### src/logic/drc_pkg.sv
`default_nettype none
package drc_pkg;
    localparam int          CLK_HZ        = 20_000_000;
    localparam int          MS_PER_S      = 1000;
    // frequency unit is 0.01 Hz
    localparam int          FREQ_W        = 14;
    localparam logic [13:0] FREQ_FULL     = 14'h1388;
    localparam int          SP_W          = 12;
    localparam logic [11:0] SP_FULL       = 12'hfff;
    localparam int          MS_W          = 16;
    localparam int          PER_W         = 20;
    localparam logic [15:0] RAMP_DEF_MS   = 16'h1388;
    localparam logic [13:0] FIXED_DEF     = 14'h05dc;
    localparam int          ADR_W         = 8;
    localparam logic [7:0]  ADR_CTRL      = 8'h00;
    localparam logic [7:0]  ADR_ACCEL     = 8'h04;
    localparam logic [7:0]  ADR_DECEL     = 8'h08;
    localparam logic [7:0]  ADR_FIXED     = 8'h0c;
    localparam logic [7:0]  ADR_STATUS    = 8'h10;
    localparam logic [7:0]  ADR_FREQ      = 8'h14;
    localparam logic [7:0]  ADR_TARGET    = 8'h18;
    localparam int          CTRL_SRC_BIT  = 0;
    localparam int          CTRL_MODE_LSB = 4;
    localparam int          CTRL_AER_BIT  = 8;
    localparam logic        SRC_LOCAL     = 1'b0;
    localparam logic [2:0]  MODE_FWD_ONLY = 3'h0;
    localparam logic [2:0]  MODE_BOTH     = 3'h5;
    localparam logic [2:0]  MODE_RST      = 3'h5;
    localparam int          ST_READY_BIT  = 0;
    localparam int          ST_RUN_BIT    = 1;
    localparam int          ST_REV_BIT    = 2;
    localparam int          PIN_N         = 5;
    typedef enum logic [1:0] {
        DRC_STOP = 2'h0,
        DRC_FWD  = 2'h1,
        DRC_REV  = 2'h2
    } drc_state_e;
endpackage : drc_pkg
`default_nettype wire

### src/logic/drc_sync.sv
`timescale 1ns/1ps
`default_nettype none
module drc_sync #(
    parameter int W = drc_pkg::PIN_N
) (
    input  wire logic         clk,
    input  wire logic         rst_n,
    input  wire logic [W-1:0] pinIn,
    output logic      [W-1:0] pinSync
);
    import drc_pkg::*;
    typedef struct packed {
        logic [W-1:0] s1;
        logic [W-1:0] s2;
    } drc_sync_s;
    drc_sync_s s;
    drc_sync_s next_s;

    always_comb begin
        next_s    = s;
        next_s.s1 = pinIn;
        next_s.s2 = s.s1;
    end

    always_ff @(posedge clk) begin
        // no reset: pins flush while reset is held, so a level that is
        // already high at release never reaches the edge detect as a rise
        s <= next_s;
    end

    assign pinSync = s.s2;

    property p_sync_pass;
        @(posedge clk) disable iff (!rst_n)
        pinSync == $past(pinIn, 2);
    endproperty
    a_sync_pass: assert property (p_sync_pass) else $error("pin sync delay wrong");
endmodule : drc_sync
`default_nettype wire

### src/logic/drc_ramp.sv
`timescale 1ns/1ps
`default_nettype none
module drc_ramp (
    input  wire logic                       clk,
    input  wire logic                       rst_n,
    input  wire logic [drc_pkg::FREQ_W-1:0] target,
    input  wire logic [drc_pkg::PER_W-1:0]  accelCyc,
    input  wire logic [drc_pkg::PER_W-1:0]  decelCyc,
    input  wire logic                       clear,
    output logic      [drc_pkg::FREQ_W-1:0] freq
);
    import drc_pkg::*;
    typedef struct packed {
        logic [FREQ_W-1:0] freq;
        logic [PER_W-1:0]  cnt;
    } drc_ramp_s;
    drc_ramp_s s;
    drc_ramp_s next_s;
    logic [PER_W-1:0] period;

    always_comb begin
        next_s = s;
        period = (s.freq < target) ? accelCyc : decelCyc;
        if (clear) begin
            next_s = '0;
        end else if (s.freq == target) begin
            next_s.cnt = '0;
        end else if (s.cnt + 1'b1 >= period) begin
            // one unit per tick; tick period carries the ramp time
            next_s.cnt  = '0;
            next_s.freq = (s.freq < target) ? s.freq + 1'b1 : s.freq - 1'b1;
        end else begin
            next_s.cnt = s.cnt + 1'b1;
        end
    end

    always_ff @(posedge clk) begin
        if (!rst_n) begin
            s <= '0;
        end else begin
            s <= next_s;
        end
    end

    assign freq = s.freq;

    property p_step_one;
        @(posedge clk) disable iff (!rst_n)
        !clear |=> (freq - $past(freq) == 14'h1) || ($past(freq) - freq == 14'h1)
                   || (freq == $past(freq));
    endproperty
    a_step_one: assert property (p_step_one) else $error("ramp step above one unit");

    property p_hold_target;
        @(posedge clk) disable iff (!rst_n)
        (freq == target && !clear) ##1 (target == $past(target) && !clear) |-> freq == target;
    endproperty
    a_hold_target: assert property (p_hold_target) else $error("ramp left target");
endmodule : drc_ramp
`default_nettype wire

### src/logic/drc_run_ramp.sv
`timescale 1ns/1ps
`default_nettype none
// Contract
// forward and reverse are exclusive; both asserted never yields a run
// a run starts only on a rising edge of its enable; a source switch onto an enable already high also starts one
// the controller requests a run by raising forward or reverse
// after reset: stopped, ready, stop shown, output inhibited
// setpoint 0 to full scale maps linearly to 0 to 50 Hz
// output frequency moves only along the accel or decel ramp, default 5 s
// ramp time is the time for a full-scale frequency change
// acceleration time comes from a writable setting
// dropping the active enable inhibits at once and zeroes frequency
// reverse running shows the frequency negative
// local source: mode 5 gives reverse/stop/forward, mode 0 forward only
// aeration: forward on input one, reverse on inputs two and three at fixed frequency
// ramp steps by a fixed unit per tick and stops exactly at target
module drc_run_ramp #(
    parameter int CYC_PER_MS = drc_pkg::CLK_HZ / drc_pkg::MS_PER_S
) (
    input  wire logic                       clk,
    input  wire logic                       rst_n,
    input  wire logic [drc_pkg::ADR_W-1:0]  regAddr,
    input  wire logic [31:0]                regWrData,
    input  wire logic                       regWr,
    input  wire logic                       regRd,
    output logic      [31:0]                regRdData,
    input  wire logic                       digitalInputOne,
    input  wire logic                       digitalInputTwo,
    input  wire logic                       digitalInputThree,
    input  wire logic                       selFwdPin,
    input  wire logic                       selRevPin,
    input  wire logic [drc_pkg::SP_W-1:0]   setpointCode,
    output logic                            driveReady,
    output logic                            runInhibit,
    output logic                            dirReverse,
    output logic                            dispStop,
    output logic      [drc_pkg::FREQ_W-1:0] outFreq,
    output logic      [drc_pkg::FREQ_W:0]   dispFreq
);
    import drc_pkg::*;

    typedef struct packed {
        logic              ctrlSrc;
        logic [2:0]        ctrlMode;
        logic              ctrlAer;
        logic [MS_W-1:0]   accelMs;
        logic [MS_W-1:0]   decelMs;
        logic [FREQ_W-1:0] fixedFreq;
        drc_state_e        st;
        logic              prevFwd;
        logic              prevRev;
        logic [31:0]       rdData;
        logic              ready;
        logic              inhibit;
        logic              dirRev;
        logic              stopShown;
        logic [FREQ_W:0]   dispFreq;
    } drc_top_s;

    localparam drc_top_s RST = '{
        ctrlSrc:   SRC_LOCAL,
        ctrlMode:  MODE_RST,
        ctrlAer:   1'b0,
        accelMs:   RAMP_DEF_MS,
        decelMs:   RAMP_DEF_MS,
        fixedFreq: FIXED_DEF,
        st:        DRC_STOP,
        // held-high enables at power-up must not look like an edge
        prevFwd:   1'b1,
        prevRev:   1'b1,
        rdData:    32'h0,
        ready:     1'b0,
        inhibit:   1'b1,
        dirRev:    1'b0,
        stopShown: 1'b1,
        dispFreq:  15'h0
    };

    drc_top_s s;
    drc_top_s next_s;

    logic [PIN_N-1:0]  pinSync;
    logic              inOne;
    logic              inTwo;
    logic              inThree;
    logic              selFwd;
    logic              selRev;
    logic              runForwardCmd;
    logic              runReverseCmd;
    logic              fwdRise;
    logic              revRise;
    logic [25:0]       spScaled;
    logic [FREQ_W-1:0] spTarget;
    logic [FREQ_W-1:0] target;
    logic [35:0]       accelWide;
    logic [35:0]       decelWide;
    logic [PER_W-1:0]  accelCyc;
    logic [PER_W-1:0]  decelCyc;
    logic [FREQ_W-1:0] rampFreq;

    drc_sync #(
        .W(PIN_N)
    ) u_sync (
        .clk    (clk),
        .rst_n  (rst_n),
        .pinIn  ({selRevPin, selFwdPin, digitalInputThree, digitalInputTwo, digitalInputOne}),
        .pinSync(pinSync)
    );

    assign inOne   = pinSync[0];
    assign inTwo   = pinSync[1];
    assign inThree = pinSync[2];
    assign selFwd  = pinSync[3];
    assign selRev  = pinSync[4];

    // command source selection
    always_comb begin
        if (s.ctrlAer) begin
            runForwardCmd = inOne;
            runReverseCmd = inTwo & inThree;
        end else if (s.ctrlSrc == SRC_LOCAL) begin
            runForwardCmd = selFwd;
            runReverseCmd = (s.ctrlMode == MODE_BOTH) ? selRev : 1'b0;
        end else begin
            runForwardCmd = inOne;
            runReverseCmd = inTwo;
        end
    end

    // edge taken after source mux, so a mode switch onto a source already high reads as a start
    assign fwdRise = runForwardCmd & ~s.prevFwd;
    assign revRise = runReverseCmd & ~s.prevRev;

    // setpoint is from the on-chip converter, same clock
    assign spScaled = (26'(setpointCode) * 26'(FREQ_FULL)) / 26'(SP_FULL);
    assign spTarget = spScaled[FREQ_W-1:0];
    assign target   = (s.ctrlAer && s.st == DRC_REV) ? s.fixedFreq : spTarget;

    // ramp time spans the full 0 to 50 Hz range
    assign accelWide = (36'(s.accelMs) * 36'(CYC_PER_MS)) / 36'(FREQ_FULL);
    assign decelWide = (36'(s.decelMs) * 36'(CYC_PER_MS)) / 36'(FREQ_FULL);
    assign accelCyc  = (accelWide == 36'h0) ? PER_W'(1) : accelWide[PER_W-1:0];
    assign decelCyc  = (decelWide == 36'h0) ? PER_W'(1) : decelWide[PER_W-1:0];

    drc_ramp u_ramp (
        .clk     (clk),
        .rst_n   (rst_n),
        .target  (target),
        .accelCyc(accelCyc),
        .decelCyc(decelCyc),
        .clear   (s.inhibit),
        .freq    (rampFreq)
    );

    always_comb begin
        next_s         = s;
        next_s.prevFwd = runForwardCmd;
        next_s.prevRev = runReverseCmd;
        next_s.ready   = 1'b1;
        next_s.rdData  = 32'h0;

        if (regWr) begin
            unique case (regAddr)
                ADR_CTRL: begin
                    next_s.ctrlSrc  = regWrData[CTRL_SRC_BIT];
                    next_s.ctrlMode = regWrData[CTRL_MODE_LSB +: 3];
                    next_s.ctrlAer  = regWrData[CTRL_AER_BIT];
                end
                ADR_ACCEL: next_s.accelMs = regWrData[MS_W-1:0];
                ADR_DECEL: next_s.decelMs = regWrData[MS_W-1:0];
                ADR_FIXED: next_s.fixedFreq = regWrData[FREQ_W-1:0];
                default: ;
            endcase
        end

        if (regRd) begin
            unique case (regAddr)
                ADR_CTRL: begin
                    next_s.rdData[CTRL_SRC_BIT]       = s.ctrlSrc;
                    next_s.rdData[CTRL_MODE_LSB +: 3] = s.ctrlMode;
                    next_s.rdData[CTRL_AER_BIT]       = s.ctrlAer;
                end
                ADR_ACCEL:  next_s.rdData[MS_W-1:0] = s.accelMs;
                ADR_DECEL:  next_s.rdData[MS_W-1:0] = s.decelMs;
                ADR_FIXED:  next_s.rdData[FREQ_W-1:0] = s.fixedFreq;
                ADR_STATUS: begin
                    next_s.rdData[ST_READY_BIT] = s.ready;
                    next_s.rdData[ST_RUN_BIT]   = ~s.inhibit;
                    next_s.rdData[ST_REV_BIT]   = s.dirRev;
                end
                ADR_FREQ:   next_s.rdData = {{17{s.dispFreq[FREQ_W]}}, s.dispFreq};
                ADR_TARGET: next_s.rdData[FREQ_W-1:0] = target;
                default:    next_s.rdData = 32'h0;
            endcase
        end

        unique case (s.st)
            DRC_STOP: begin
                // simultaneous requests cancel each other
                if (fwdRise && !runReverseCmd) begin
                    next_s.st = DRC_FWD;
                end else if (revRise && !runForwardCmd) begin
                    next_s.st = DRC_REV;
                end
            end
            DRC_FWD: begin
                if (!runForwardCmd || runReverseCmd) begin
                    next_s.st = DRC_STOP;
                end
            end
            DRC_REV: begin
                if (!runReverseCmd || runForwardCmd) begin
                    next_s.st = DRC_STOP;
                end
            end
            default: next_s.st = DRC_STOP;
        endcase

        next_s.inhibit   = (next_s.st == DRC_STOP);
        next_s.stopShown = (next_s.st == DRC_STOP);
        next_s.dirRev    = (next_s.st == DRC_REV);
        next_s.dispFreq  = (s.st == DRC_REV) ? -{1'b0, rampFreq} : {1'b0, rampFreq};
    end

    always_ff @(posedge clk) begin
        if (!rst_n) begin
            s <= RST;
        end else begin
            s <= next_s;
        end
    end

    assign regRdData  = s.rdData;
    assign driveReady = s.ready;
    assign runInhibit = s.inhibit;
    assign dirReverse = s.dirRev;
    assign dispStop   = s.stopShown;
    assign outFreq    = rampFreq;
    assign dispFreq   = s.dispFreq;

    property p_excl;
        @(posedge clk) disable iff (!rst_n)
        (runForwardCmd && runReverseCmd) |=> s.st == DRC_STOP;
    endproperty
    a_excl: assert property (p_excl) else $error("run with both directions");

    property p_no_level_start;
        @(posedge clk) disable iff (!rst_n)
        (s.st == DRC_STOP && !fwdRise && !revRise) |=> s.st == DRC_STOP;
    endproperty
    a_no_level_start: assert property (p_no_level_start) else $error("start without edge");

    property p_power_up;
        @(posedge clk) disable iff (!rst_n)
        $rose(rst_n) |-> (s.st == DRC_STOP && runInhibit && dispStop) ##1 driveReady;
    endproperty
    a_power_up: assert property (p_power_up) else $error("not stopped and ready");

    property p_scale;
        @(posedge clk) disable iff (!rst_n)
        (setpointCode == SP_FULL) |-> spTarget == FREQ_FULL;
    endproperty
    a_scale: assert property (p_scale) else $error("full scale not 50 Hz");

    property p_ramp_time;
        @(posedge clk) disable iff (!rst_n)
        (s.accelMs == RAMP_DEF_MS) |-> accelCyc == PER_W'(CYC_PER_MS);
    endproperty
    a_ramp_time: assert property (p_ramp_time) else $error("ramp period wrong");

    property p_accel_cfg;
        @(posedge clk) disable iff (!rst_n)
        (regWr && regAddr == ADR_ACCEL) |=> s.accelMs == $past(regWrData[MS_W-1:0]);
    endproperty
    a_accel_cfg: assert property (p_accel_cfg) else $error("accel setting not taken");

    property p_kill;
        @(posedge clk) disable iff (!rst_n)
        (s.st == DRC_FWD && !runForwardCmd) |=> (runInhibit && s.st == DRC_STOP) ##1 outFreq == '0;
    endproperty
    a_kill: assert property (p_kill) else $error("no immediate stop");

    property p_neg_disp;
        @(posedge clk) disable iff (!rst_n)
        (s.st == DRC_REV && rampFreq != '0) |=> dispFreq == -{1'b0, $past(rampFreq)};
    endproperty
    a_neg_disp: assert property (p_neg_disp) else $error("reverse not negative");

    property p_fwd_only;
        @(posedge clk) disable iff (!rst_n)
        (s.st == DRC_STOP && !s.ctrlAer && s.ctrlSrc == SRC_LOCAL && s.ctrlMode == MODE_FWD_ONLY)
            |=> s.st != DRC_REV;
    endproperty
    a_fwd_only: assert property (p_fwd_only) else $error("reverse in forward-only mode");

    property p_aer_fixed;
        @(posedge clk) disable iff (!rst_n)
        (s.ctrlAer && s.st == DRC_REV) |-> target == s.fixedFreq;
    endproperty
    a_aer_fixed: assert property (p_aer_fixed) else $error("aeration reverse not fixed");

    property p_cv_fwd;
        @(posedge clk) disable iff (!rst_n) s.st == DRC_STOP ##1 s.st == DRC_FWD;
    endproperty
    c_cv_fwd: cover property (p_cv_fwd);

    property p_cv_rev;
        @(posedge clk) disable iff (!rst_n) s.st == DRC_STOP ##1 s.st == DRC_REV;
    endproperty
    c_cv_rev: cover property (p_cv_rev);

    property p_cv_full;
        @(posedge clk) disable iff (!rst_n) rampFreq == FREQ_FULL;
    endproperty
    c_cv_full: cover property (p_cv_full);

    property p_cv_kill;
        @(posedge clk) disable iff (!rst_n) rampFreq != '0 ##1 runInhibit;
    endproperty
    c_cv_kill: cover property (p_cv_kill);
endmodule : drc_run_ramp
`default_nettype wire

### config.mk
export PLATFORM = sky130hd
export DESIGN_NAME = drc_run_ramp
export DESIGN_NICKNAME = d
export VERILOG_FILES = /design/src/logic/drc_pkg.sv /design/src/logic/drc_sync.sv /design/src/logic/drc_ramp.sv /design/src/logic/drc_run_ramp.sv
export SDC_FILE = /design/constraint.sdc
export NUM_CORES = 1
export LEC_CHECK = 0
export ABC_AREA = 1
export ABC_CLOCK_PERIOD_IN_PS = 42700
export BUFFER_PORTS_ARGS = -buffer_cell sky130_fd_sc_hd__buf_2
export CAP_MARGIN = 0
export CELL_PAD_IN_SITES_DETAIL_PLACEMENT = 0
export CELL_PAD_IN_SITES_GLOBAL_PLACEMENT = 2
export CORE_MARGIN = 1
export CORE_UTILIZATION = 38
export DETAILED_ROUTE_END_ITERATION = 12
export GPL_ROUTABILITY_DRIVEN = 0
export GPL_TIMING_DRIVEN = 0
export PLACE_DENSITY = 0.84
export SLEW_MARGIN = 20
export SYNTH_ARGS = -nofsm -noshare
export SYNTH_HDL_FRONTEND = slang
export SYNTH_SLANG_ARGS = --single-unit
### constraint.sdc
create_clock -name clk -period 42.7 [get_ports clk]
set_clock_uncertainty 0.2 [all_clocks]
set_input_delay 4.27 -clock clk [delete_from_list [all_inputs] [get_ports clk]]
set_output_delay 4.27 -clock clk [all_outputs]
set_load 0.1 [all_outputs]
Yosys cells after proc, flatten, opt, wreduce, memory -nomap -nowiden. Index checks and enable logic that the tools add are counted.

Register bits: 134. Input bits: 61. Output and inout port bits: 65. Word-level logic and storage cells: 98.

Add/subtract/negate cells: 4. $mul: 3. Div/mod/pow operators: 3. Magnitude comparators: 2. Equality and inequality tests: 11. Mux-type cells: 25. Bitwise operators: 8. Reductions and logical operators: 22.

Operator list (count): divider 31 x 13 -> 36 bit (second input constant) (2); zero test 36 bit (2); two-way mux 20 bit (3); multiplier 16 x 10 -> 26 bit (second input constant) (2); two-way mux 14 bit (2); divider 25 x 12 -> 26 bit (second input constant) (1); case mux 5 bit (5 select lines) (1); == test 8 x 5 -> 1 bit (second input constant) (3); multiplier 12 x 10 -> 22 bit (second input constant) (1); adder 20 x 1 -> 20 bit (second input constant) (1); >= comparator 20 bit (1); two-way mux 19 bit (1); case mux 3 bit (6 select lines) (1); == test 8 x 4 -> 1 bit (second input constant) (2); two-way mux 15 bit (1); negator 14 -> 15 bit (1); adder 14 x 1 -> 14 bit (second input constant) (1); == test 14 bit (1); less-than comparator 14 bit (1); AND reduction 2 bit (7); subtractor 14 x 1 -> 14 bit (second input constant) (1); case mux 2 bit (3 select lines) (2); case mux 2 bit (6 select lines) (1); case mux 1 bit (5 select lines) (2); 18 further kinds (37).

Depth between registers and ports, before layout.
Depth after elaboration: 11. Mapped depth: 185. Depth with buffers taken out: 178.

Cells and area by module. A second synthesis with hierarchy kept.

Cells, all modules: 6113. Area, all modules: 35437.7 µm².

Modules (own cells, without submodules): drc_run_ramp (times used 1, cells each 5551, area an instance 31612.8 µm², seq. area each 1801.7 µm²); drc_ramp (times used 1, cells each 552, area an instance 3624.7 µm², seq. area each 680.7 µm²); drc_sync (times used 1, cells each 10, area an instance 200.2 µm², seq. area each 200.2 µm²).

Least setup slack after synthesis. No wires, ideal clock.

Path kind: input port to flip-flop. Start: in setpointCode[4] in the netlist's numbering. End: reg u_ramp.s (netlist bit u_ramp.freq[13]). Setup time: 0.113 ns. Data arrival time: 23.341 ns. Setup slack: 19.045 ns. Stages on the path: 152. Path buffers: 4. Cell sequence: fa_1 ha_1 inv_1 fa_1 inv_1 ha_1 inv_1 fa_1 inv_1 ha_1 inv_1 o21ai_0 nand2_1 nand2_1 a21oi_1 nor2_1 o21ai_0 nand2_1 (+116 left out) nand2_1 nand2_1 a21oi_1 inv_1 nand2_1 inv_1 nor2_1 inv_1 a21oi_1 o21ai_0 a21oi_1 nor2_1 nor2_1 xor2_1 nor2_1 xor2_1 inv_1 nor2_1.

Cells in the longest elaborated chain, start to end: 7.

Ends and longest elaborated chain: start: declaration (line drc_run_ramp.sv:32) `input wire logic [drc_pkg::SP_W-1:0] setpointCode,`; multiplier 12 x 10 -> 22 bit (*) (line drc_run_ramp.sv:135) `assign spScaled = (26'(setpointCode) * 26'(FREQ_FULL)) / 26'(SP_FULL);`; divider 25 x 12 -> 26 bit (*) (line drc_run_ramp.sv:135); two-way mux 14 bit (*) (line drc_run_ramp.sv:137) `assign target = (s.ctrlAer && s.st == DRC_REV) ? s.fixedFreq : spTarget;`; less-than comparator 14 bit (line drc_ramp.sv:23, drc_ramp.sv:31); two-way mux 20 bit (line drc_ramp.sv:23) `period = (s.freq < target) ? accelCyc : decelCyc;`; >= comparator 20 bit (line drc_ramp.sv:28) `end else if (s.cnt + 1'b1 >= period) begin`; AND reduction 2 bit (no source line); end signal: assignment (line drc_ramp.sv:41) `s <= next_s;`; end: declaration (line drc_ramp.sv:17) `drc_ramp_s s;`.

Every way passes the cells marked *; elsewhere a longest branch is shown, timed or not. A chain may end at the register's enable or synchronous reset.

Worst setup path after layout.
Start: in setpointCode[4] in the netlist's numbering. End: reg u_ramp.s (netlist bit u_ramp.freq[11]).

Same word-level chain as after synthesis.

==> results by group <==
Layout
  – Filler cells: just over 10000
  – Post-layout util: 41.3%
  – Area delta synth->final: 7.67%
  – Non-filler cells, final: 7084
  – Share of layout cells above drive strength 1: a little under a fifth
  – Nets@finish: approximately 6300

Worst setup path
  – Critical path type: primary input to flip-flop
  – Critical Path Source Type: primary input
  – CP max stage cell: nor4_1
  – Crit. Startpoint: setpointCode[4]
  – Crit path capture type: flip-flop
  – CP most frequent cell: nand2_1
  – Worst Path Max Fanout: 10
  – CP delay by family, top: simple AND/OR/NAND/NOR gates
  – R2r startpoint: s[85]
  – Buf/Inv on CP: 31
  – Critical path's largest stage delay: 0.59 ns
  – Crit path DAT: about 29 ns
  – Data required, critical path: 42.81 ns

Floorplan
  – CORE AREA: 91700 um^2
  – Ports: 126
  – Die height: roughly 300 um
  – Site Rows: 111
  – Initial Util: 38.3%
  – Die area: ~94000 um^2
  – Die Wd: 306 um

CTS
  – Cts hold-fix bufs: 0
  – Clk sink count: 134
  – Post_cts resized: 0
  – CTS HTree Levels: 4
  – CTS tree: done
  – Worst-path clk slew: 0.06 ns
  – Cts bufs inserted: 17
  – CTS Root Cell: clkbuf_16
  – Max clock buf depth: 2
  – Setup bufs post-CTS: 0
  – Worst-skew pair later-pin latency: 0.44 ns

Detailed routing
  – Routed vias: 34600
  – Router iterations before antenna repair: 5
  – Via-per-instance ratio: 4.89
  – Residual DRC: 0
  – DRT iter0 DRCs: 1948
  – Routed WL: 105000 um
  – Antenna violation net count after detailed routing: 0
  – Wire per inst: ~15 um

Status
  – Run status: finished clean

GRT
  – Vias in the first global route: 32200
  – First-pass GRT wire length: 170000 um
  – Initial antenna violation count: 8
  – Largest net degree at the start of global routing: 23
  – Total gr overflow: 0
  – Gr usage total: 22.2%

STA
  – RSZ-0062 raised after global routing: no
  – Setup TNS: 0 ns
  – Final setup fails: 0
  – Final Cycle Share: 68.6%
  – Worst-margin pin slew: about 0.75 ns
  – Max-slew headroom: around 50%
  – Hold violation count in the final report: 0
  – FMAX: ~34 MHz
  – Slew Viols, Final: 0
  – Tmin final: 29.31 ns

Yosys
  – Yosys top cell by area: nand2_1
  – Ys async rst share: 0%
  – Synth unique cells: 82
  – YS warnings: 0
  – Seq/Total Area, Yosys: 7.63%
  – Seq cells post-synth: 134
  – Synth top area cells: nand2_1 16%, ha_1 9.4%, inv_1 9.4%
  – Syn Inst Count: between 5000 and 6000
  – Cell Area, Synth: 35100 um^2
  – Share of the synthesized area in the top cell type: between 15 and 20%
  – EDFF count, synth: 0
  – Most frequent cells after synthesis: 1502 x nand2_1, 879 x inv_1, 529 x nand3_1
  – Most numerous cell in the Yosys netlist: nand2_1
  – Syn avg cell area: ~6 um^2
  – Top FF cell, synth: dfxtp_1
  – Mapped Nets: 6177

Min path
  – Beginning of the worst hold path: u_sync.next_s[3]
  – Hold/Removal Path Class: flip-flop to flip-flop

Placement
  – Dpl hpwl: between 90000 and 100000 um
  – I/O Buffers: roughly 110
  – Dpl cells: 7052

Run
  – Max Cap Viol: 0
[area by class of cell]
cell class | count | area [um^2] | area share (%)
antenna | 2 | 5.00 | 0.0132
inverter | 986 | 3810 | 10.1
multi-input combinational | 4505 | 27600 | 72.9
clock buffer | 20 | 467 | 1.23
timing repair buffer | 109 | 546 | 1.44
sequential | 134 | 2680 | 7.09
tap | 1186 | 1480 | 3.92
buffer | 132 | 1080 | 2.85
clock inverter | 10 | 193 | 0.509
[through the flow]
step,worst slack (ns),instance area [um^2],hold slack [ns]
after floorplan,19.05,35100,0.110
after global placement,12.51,37200,0.111
after detailed placement,12.82,37200,0.112
after CTS,13.23,37800,0.126
after global routing,10.11,37800,0.133
final,13.39,37800,0.126
[routing by layer]
layer	track usage (%)	wire [um]
met2	36.3	46200
met3	2.85	4160
met5	0	47
met1	31.5	52800
met4	3.55	1470
[registers in the layout, indices dropped and copies added, names as in the netlist, 5 cells and up]
name and count:
dispFreq 15, regRdData 17, s 55, u_ramp.freq 14, u_ramp.s 20, u_sync.next_s 5, u_sync.pinSync 5
[worst paths after layout]
path | end | slack (ns) | depth (start not counted)
worst max register to register | u_ramp.freq[11] | 18.95 | 155
worst min-delay path | u_sync.pinSync[3] | 0.13 | 0
worst max-delay path | u_ramp.freq[11] | 13.39 | 155
worst min register to register | u_sync.pinSync[3] | 0.13 | 0
[kinds of logic after synthesis]
family,share of synthesized area (%)
xor gates and xnor gates,4.33
adders and majority gates,14.8
AOI/OAI and AO/OA,8.74
and+or+nand+nor,50.6
DFF,7.63
muxes,0.0391
buffers and inverters,13.9
other,0.0107
[cells in the final DEF, fill, tap and decap left out, drive strengths merged, types with 2 or more instances in the layout]
master,n
and2,4
o221ai,5
a21boi,3
nand4,141
ha,265
o31ai,5
clkbuf,51
diode,2
o22ai,8
or2,12
dfxtp,134
nand2,2007
a31oi,13
a22oi,2
a41oi,2
nand3,592
a221oi,10
o21a,5
o21ai,215
nor2,561
o211ai,38
nor3,73
inv,956
nand3b,33
o21bai,14
xnor2,36
nor4,18
buf,209
or4,2
xor2,136
a211oi,8
fa,94
nor3b,3
a21oi,192
bufinv,7
clkinv,32
Power is not shown: default switching activity piles up to over one toggle a cycle in this logic, so the estimate is an artifact.
